<file path="config.mk">
export PLATFORM = sky130hd
export DESIGN_NAME = temp_trip_compare_readout
export DESIGN_NICKNAME = d
export VERILOG_FILES = /design/src/common/trip_pkg.sv /design/src/common/conv_if.sv /design/src/rtl/temp_trip_compare_readout.sv /design/src/rtl/trip_flag.sv
export SDC_FILE = /design/constraint.sdc
export NUM_CORES = 1
export LEC_CHECK = 0
export BUFFER_PORTS_ARGS = -buffer_cell sky130_fd_sc_hd__buf_4
export CAP_MARGIN = 0
export CELL_PAD_IN_SITES_DETAIL_PLACEMENT = 2
export CELL_PAD_IN_SITES_GLOBAL_PLACEMENT = 2
export CORE_MARGIN = 2
export CORE_UTILIZATION = 38
export CTS_CLUSTER_SIZE = 10
export DETAILED_ROUTE_END_ITERATION = 10
export GPL_ROUTABILITY_DRIVEN = 0
export PLACE_DENSITY_LB_ADDON = 0.1
export SYNTH_ARGS = -nofsm -noshare
export SYNTH_HDL_FRONTEND = slang
export SYNTH_SLANG_ARGS = --single-unit
</file>
<file path="constraint.sdc">
create_clock -name core_clk -period 4.2 [get_ports core_clk]
set_input_delay 0.42 -clock core_clk [delete_from_list [all_inputs] [get_ports core_clk]]
set_output_delay 0.42 -clock core_clk [all_outputs]
set_load 0.05 [all_outputs]
</file>
<file path="src/common/trip_pkg.sv">
// Constants and types for the temperature trip compare and readout block.
// Assumes one core clock; all users reference names as trip_pkg::name.
//
// Overview of operation
// - Hold alarm upper bound, compare temperature against it
// - Hold alarm lower bound, compare temperature against it
// - Hold critical limit, sign in bit 12
// - Threshold bits 1:0 always read zero
// - Reading is 13-bit twos complement, 0.0625 per step
// - Top magnitude bit weighs 128 degrees
// - Value register read upper byte then lower
// - Trip flags follow comparisons only, nothing else
// - Bit 13 set when below lower bound
// - Bit 14 set when above upper bound
// - Bit 15 set when at or above critical
// - Both window flags clear means inside window
// - Selected hysteresis applies when a flag deasserts
// - Threshold code in bits 11:2, sign bit 12

`default_nettype none

package trip_pkg;

    // ------------------------------------------------------------------
    // Register pointers
    // ------------------------------------------------------------------
    localparam logic [1:0] ADDR_ALARM_UPPER = 2'h0;
    localparam logic [1:0] ADDR_ALARM_LOWER = 2'h1;
    localparam logic [1:0] ADDR_CRITICAL    = 2'h2;
    localparam logic [1:0] ADDR_TEMP_VALUE  = 2'h3;

    // ------------------------------------------------------------------
    // Field layout
    // ------------------------------------------------------------------
    localparam int          TEMP_W          = 13;
    localparam int          HYST_W          = 7;
    localparam logic [15:0] THRESH_MASK     = 16'h1ffc;
    localparam int          BIT_BELOW       = 13;
    localparam int          BIT_ABOVE       = 14;
    localparam int          BIT_CRIT        = 15;
    localparam logic [15:0] THRESH_RESET    = 16'h0000;
    localparam logic [12:0] TEMP_RESET      = 13'h0000;

    // ------------------------------------------------------------------
    // Hysteresis in reading steps of 0.0625 degrees
    // ------------------------------------------------------------------
    localparam logic [1:0]  HYST_SEL_OFF    = 2'h0;
    localparam logic [1:0]  HYST_SEL_1P5    = 2'h1;
    localparam logic [1:0]  HYST_SEL_3      = 2'h2;
    localparam logic [6:0]  HYST_STEPS_0    = 7'h00;
    localparam logic [6:0]  HYST_STEPS_1P5  = 7'h18;
    localparam logic [6:0]  HYST_STEPS_3    = 7'h30;
    localparam logic [6:0]  HYST_STEPS_6    = 7'h60;

    typedef enum {
        CMP_BELOW,
        CMP_ABOVE,
        CMP_AT_OR_ABOVE
    } cmp_mode_e;

endpackage

`default_nettype wire

</file>
<file path="src/common/conv_if.sv">
// Carries each conversion result and the hysteresis step count.
// Assumes source and sinks share core_clk.

`default_nettype none

interface conv_if;
    logic        valid;
    logic [12:0] temp;
    logic [6:0]  hyst;

    modport source (output valid, output temp, output hyst);
    modport sink   (input  valid, input  temp, input  hyst);
endinterface

`default_nettype wire

</file>
<file path="src/rtl/temp_trip_compare_readout.sv">
// Threshold registers, trip flags and the temperature value register.
// Assumes a byte-wide register port driven by a bus front end on
// core_clk, and conversion results from logic on the same clock.

`default_nettype none

module temp_trip_compare_readout (
    input  wire logic        core_clk,
    input  wire logic        reset,
    input  wire logic        conv_valid,
    input  wire logic [12:0] conv_temp,
    input  wire logic [1:0]  hyst_sel,
    input  wire logic        xfer_start,
    input  wire logic [1:0]  reg_addr,
    input  wire logic        byte_wr,
    input  wire logic [7:0]  byte_wdata,
    input  wire logic        byte_rd,
    output logic [7:0]       byte_rdata,
    output logic             byte_rvalid
);

    typedef struct packed {
        logic [15:0] upper;
        logic [15:0] lower;
        logic [15:0] crit;
        logic [12:0] temp;
        logic [7:0]  hold;
        logic        phase;
        logic [15:0] snap;
        logic [7:0]  rdata;
        logic        rvalid;
    } main_s;

    main_s       st_reg;
    main_s       st_next;
    logic [2:0]  flags;
    logic [12:0] thresh [3];
    logic [15:0] rd_word;
    logic [15:0] wr_word;

    conv_if conv ();

    // ------------------------------------------------------------------
    // Conversion feed
    // ------------------------------------------------------------------
    assign conv.valid = conv_valid;
    assign conv.temp  = conv_temp;

    always_comb
    begin
        unique case (hyst_sel)
            trip_pkg::HYST_SEL_OFF: conv.hyst = trip_pkg::HYST_STEPS_0;
            trip_pkg::HYST_SEL_1P5: conv.hyst = trip_pkg::HYST_STEPS_1P5;
            trip_pkg::HYST_SEL_3:   conv.hyst = trip_pkg::HYST_STEPS_3;
            default:                conv.hyst = trip_pkg::HYST_STEPS_6;
        endcase
    end

    // ------------------------------------------------------------------
    // Trip flags
    // ------------------------------------------------------------------
    // Bits 1:0 are stored as zero, so comparing bits 12:0 directly
    // lines the 0.25 degree code up with the 0.0625 degree reading
    assign thresh[0] = st_reg.lower[12:0];
    assign thresh[1] = st_reg.upper[12:0];
    assign thresh[2] = st_reg.crit[12:0];

    generate
        for (genvar i = 0; i < 3; i++)
        begin : g_flag
            // Enum order matches the thresh index
            trip_flag #(
                .MODE (trip_pkg::cmp_mode_e'(i))
            ) u_flag (
                .core_clk  (core_clk),
                .reset     (reset),
                .conv      (conv),
                .threshold (thresh[i]),
                .flag      (flags[i])
            );
        end
    endgenerate

    // ------------------------------------------------------------------
    // Register read and write
    // ------------------------------------------------------------------
    always_comb
    begin
        unique case (reg_addr)
            trip_pkg::ADDR_ALARM_UPPER: rd_word = st_reg.upper;
            trip_pkg::ADDR_ALARM_LOWER: rd_word = st_reg.lower;
            trip_pkg::ADDR_CRITICAL:    rd_word = st_reg.crit;
            default:
                // Flags in 15:13 and reading in 12:0; bit 11 is 128 deg
                rd_word = {flags[2], flags[1], flags[0],
                           st_reg.temp};
        endcase
    end

    // Only sign and ten-bit code survive a write
    assign wr_word = {st_reg.hold, byte_wdata}
                     & trip_pkg::THRESH_MASK;

    always_comb
    begin
        st_next = st_reg;
        st_next.rvalid = 1'b0;
        if (conv_valid)
            st_next.temp = conv_temp;
        if (xfer_start)
            st_next.phase = 1'b0;
        else if (byte_wr)
        begin
            if (!st_reg.phase)
            begin
                st_next.hold  = byte_wdata;
                st_next.phase = 1'b1;
            end
            else
            begin
                // Commit whole word at once; no half-written bound
                st_next.phase = 1'b0;
                unique case (reg_addr)
                    trip_pkg::ADDR_ALARM_UPPER:
                        st_next.upper = wr_word;
                    trip_pkg::ADDR_ALARM_LOWER:
                        st_next.lower = wr_word;
                    trip_pkg::ADDR_CRITICAL:
                        st_next.crit  = wr_word;
                    default:
                        st_next.hold  = st_reg.hold;
                endcase
            end
        end
        else if (byte_rd)
        begin
            st_next.rvalid = 1'b1;
            st_next.phase  = !st_reg.phase;
            if (!st_reg.phase)
            begin
                // Snapshot keeps both bytes from one conversion
                st_next.snap  = rd_word;
                st_next.rdata = rd_word[15:8];
            end
            else
                st_next.rdata = st_reg.snap[7:0];
        end
    end

    always_ff @(posedge core_clk)
    begin
        if (reset)
        begin
            st_reg       <= '0;
            st_reg.upper <= trip_pkg::THRESH_RESET;
            st_reg.lower <= trip_pkg::THRESH_RESET;
            st_reg.crit  <= trip_pkg::THRESH_RESET;
            st_reg.temp  <= trip_pkg::TEMP_RESET;
        end
        else
            st_reg <= st_next;
    end

    assign byte_rdata  = st_reg.rdata;
    assign byte_rvalid = st_reg.rvalid;

endmodule

`default_nettype wire

</file>
<file path="src/rtl/trip_flag.sv">
// One trip flag: compares each conversion against a threshold.
// Assumes threshold and conversion data are on core_clk.

`default_nettype none

module trip_flag #(
    parameter trip_pkg::cmp_mode_e MODE = trip_pkg::CMP_ABOVE
) (
    input  wire logic        core_clk,
    input  wire logic        reset,
    conv_if.sink             conv,
    input  wire logic [12:0] threshold,
    output logic             flag
);

    typedef struct packed {
        logic flag;
    } flag_s;

    flag_s             st_reg;
    flag_s             st_next;
    logic signed [14:0] t;
    logic signed [14:0] th;
    logic signed [14:0] h;

    // ------------------------------------------------------------------
    // Compare with hysteresis on release
    // ------------------------------------------------------------------
    // Wide signed math so threshold plus band never wraps
    always_comb
    begin
        st_next = st_reg;
        t  = {{2{conv.temp[12]}}, conv.temp};
        th = {{2{threshold[12]}}, threshold};
        h  = {8'h00, conv.hyst};
        if (conv.valid)
        begin
            unique case (MODE)
                trip_pkg::CMP_BELOW:
                    if (t < th)
                        st_next.flag = 1'b1;
                    else if (t >= th + h)
                        st_next.flag = 1'b0;
                trip_pkg::CMP_ABOVE:
                    if (t > th)
                        st_next.flag = 1'b1;
                    else if (t <= th - h)
                        st_next.flag = 1'b0;
                trip_pkg::CMP_AT_OR_ABOVE:
                    if (t >= th)
                        st_next.flag = 1'b1;
                    else if (t < th - h)
                        st_next.flag = 1'b0;
            endcase
        end
    end

    always_ff @(posedge core_clk)
    begin
        if (reset)
            st_reg <= '0;
        else
            st_reg <= st_next;
    end

    assign flag = st_reg.flag;

endmodule

`default_nettype wire

</file>
==> run_results.csv <==
group,metric,value,unit
layout,largest_reg_flops,60,
worst_hold_path,min-delay-start,"xfer_start",
yosys,ys_warn_count,0,
yosys,synthTopCellsByArea,"dfxtp_1 (26%), ha_1 (18%), mux2i_1 (10%)",
yosys,synth-async-reset-ratio,0,
worst_setup_path,crit_path_start_kind,"input port",
timing,tightest_slew,1.003,ns
worst_setup_path,rr_startpoint,"st_reg[82]",
worst_hold_path,min_to,"st_reg[25]",
worst_setup_path,crit_path_top_delay_cell,"fa_1",
floorplanning,die_w,124.4,um
route,num_vias,4631,
worst_setup_path,cp_max_fo,4,
yosys,syn-num-nets,738,
worst_setup_path,cp.arrival,4.05,ns
worst_setup_path,rrSetupSlack,0.46,ns
layout,final_area,6137,sq um
timing,rsz0062_at_grt,"no",
yosys,ys_seq_area_frac,0.2617,
clocking,cts-buffers-inserted,9,
worst_setup_path,worstRegToRegCells,15,
clocking,cts_tree,"yes",
global_routing,grt_usage,0.2394,
timing,period_minus_slack,3.815,ns
worst_setup_path,path_cells,"buf_4, inv_1, ha_1, inv_1, fa_1, or3_1, a21oi_1, o21ai_1, nor2b_1, xnor2_1, ha_1, a21o_1, nand3_2, a21oi_2, a2111o_1, or4_1, o311ai_1",
worst_setup_path,crit_start,"hyst_sel[0]",
clocking,cts_buffer_depth,2,
timing,tns,0,ns
layout,layout-drive-gt1-share,0.1244,
yosys,synth.distinct_cells,62,
floorplanning,core,14040,sq um
power,power,1837,uW
floorplanning,num_io_pins,40,
yosys,synth_top_area_cell,"dfxtp_1",
placed_design,dpl-instance-area,5844,sq um
clocking,htree_levels,3,
global_routing,grt_overflow,0,
floorplanning,die_y,124.4,um
route,first_iter_violations,225,
yosys,synthTopCellsByCount,"nor2_1 (85), ha_1 (78), dfxtp_1 (72)",
worst_setup_path,reg2reg_to,"g_flag[1].u_flag.flag",
clocking,clk_pin_slew,0.06,ns
global_routing,grt_pass1_wl,29.12,mm
worst_setup_path,end_kind,"register",
worst_setup_path,path_class,"input port to register",
floorplanning,start_util,0.3922,
worst_setup_path,required,4.44,ns
placed_design,portBuffers,39,
yosys,synth_most_common_cell,"nor2_1",
placed_design,dp_hpwl,14.17,mm
worst_hold_path,worstHoldPathType,"input port to register",
layout,area_growth,11.43,%
power,p_leak,0.002552,uW
route,wirelength,18.10,mm
yosys,syn_inst,626,
status,outcome,"completed",
clocking,clk_latency,0.34,ns
timing,slew_headroom,0.3288,
worst_hold_path,holdPathStages,2,
yosys,syn_avg_cell_area,8.798,sq um
clocking,hold_buffers,0,
worst_setup_path,critPathBufInv,3,
timing,slew_violations,0,
timing,finalSetupViolations,0,
power,peakVddDrop,0.1827,mV
layout,antenna_cells,0,
clocking,clock-sinks,72,
yosys,synth_edf_count,0,
route,wl_per_cell,21.78,um
route,drt-pass1-iter-count,4,
yosys,ys_ff_latch,72,
yosys,ys.flop_type,"dfxtp_1",
route,drc,0,
global_routing,grt_max_degree,77,
timing,fmax,262.1,MHz
floorplanning,die_area,15470,sq um
clocking,cts.repair.resized,0,
layout,final_nets,758,
job,cap_viol_max_count,0,
worst_setup_path,max_stage_delay,0.46,ns
global_routing,first_global_vias,5115,
power,powerDensity,299.4,nW/um^2
floorplanning,rows,43,
yosys,syn_area,5508,sq um
timing,min_period_over_period,0.9084,
route,final_antenna_net_count,0,
yosys,synth_top_area_frac,0.2617,
route,drt-vias-per-instance,5.573,
timing,hold_viol_final,0,
timing,worst_clock_skew,0.005573,ns
global_routing,antenna_found_initial,0,
worst_setup_path,cp_top_family,"adder cells",
clocking,ctsRootBufferMaster,"clkbuf_16",
clocking,post_cts_buffers,0,
-- worst register-to-register path: stages, from the launching register on --
cell and delay, ns:
dfxtp_1 0.34, inv_1 0.10, ha_1 0.25, fa_1 0.43, or3_1 0.36, a21oi_1 0.15, o21ai_1 0.15, nor2b_1 0.17
xnor2_1 0.13, ha_1 0.30, a21o_1 0.20, nand3_2 0.08, a21oi_2 0.05, a2111o_1 0.41, or4_1 0.43, o311ai_1 0.10
-- metrics by stage --
stage	cells	utilization	setup WS, ns	hold WS, ns
global route	831	0.4370	0.02800	0.3133
finish	831	0.4370	0.3845	0.3230
floorplan	626	-	0.5282	0.4316
CTS	831	0.4370	0.3999	0.3138
global placement	815	0.4162	0.2009	0.4451
detailed placement	815	0.4162	0.06753	0.4542
-- kinds of logic (layout without fill, tap and decap cells) --
logic type,Yosys count,after routing,share of synthesized area
compound gates,104,104,0.1202
xor+xnor,25,25,0.03975
fa+ha+maj,81,81,0.1881
buf+inv,84,109,0.07270
flops,72,72,0.2617
mux,69,69,0.1506
simple gates,191,191,0.1670
-- routing by layer --
metal  up-vias  routed length, um  GRT usage
met3        14                559    0.04124
li1       2243                  -          -
met2        64               9232     0.4307
met1      2310               8098     0.3017
met5         -                  0          0
met4         0                208    0.04428
-- power breakdown --
| group | total [uW] | internal [uW] | switching [uW] |
|---|---|---|---|
| Sequential | 722 | 703 | 18.6 |
| Combinational | 352 | 145 | 208 |
| Clock | 764 | 478 | 286 |
-- layout by cell type, fill, tap and decap left out, types with 6 or more instances in the layout --
master / count
nor2_1: 85
ha_1: 78
dfxtp_1: 72
mux2i_1: 57
inv_1: 48
buf_4: 42
nand2_1: 40
a21oi_1: 40
xnor2_1: 23
o21ai_0: 12
nand4_1: 12
mux4_2: 11
nor3_1: 9
a211oi_1: 9
clkbuf_16: 9
o21ai_1: 7
a21o_1: 7
nand3_1: 6
nand2b_1: 6
nor2b_1: 6
-- area by class of cell --
class | instances | area (sq um)
Fill cell | 1579 | 7905
Multi-Input combinational cell | 470 | 3666
Sequential cell | 72 | 1441
Timing Repair Buffer | 42 | 315.3
Clock buffer | 14 | 254.0
Tap cell | 180 | 225.2
Inverter | 51 | 196.4
Clock inverter | 2 | 38.79
-- worst max path at each step --
stage	to	cells past startpoint	slack [ns]
2_1_floorplan	g_flag[1].u_flag.flag	16	0.53
3_3_place_gp	g_flag[1].u_flag.flag	17	0.20
3_5_place_dp	g_flag[1].u_flag.flag	17	0.07
4_1_cts	g_flag[1].u_flag.flag	17	0.40
5_1_grt	g_flag[0].u_flag.flag	18	0.03
6_report	g_flag[1].u_flag.flag	17	0.38
No activity file was read; power rests on OpenSTA's default activity.
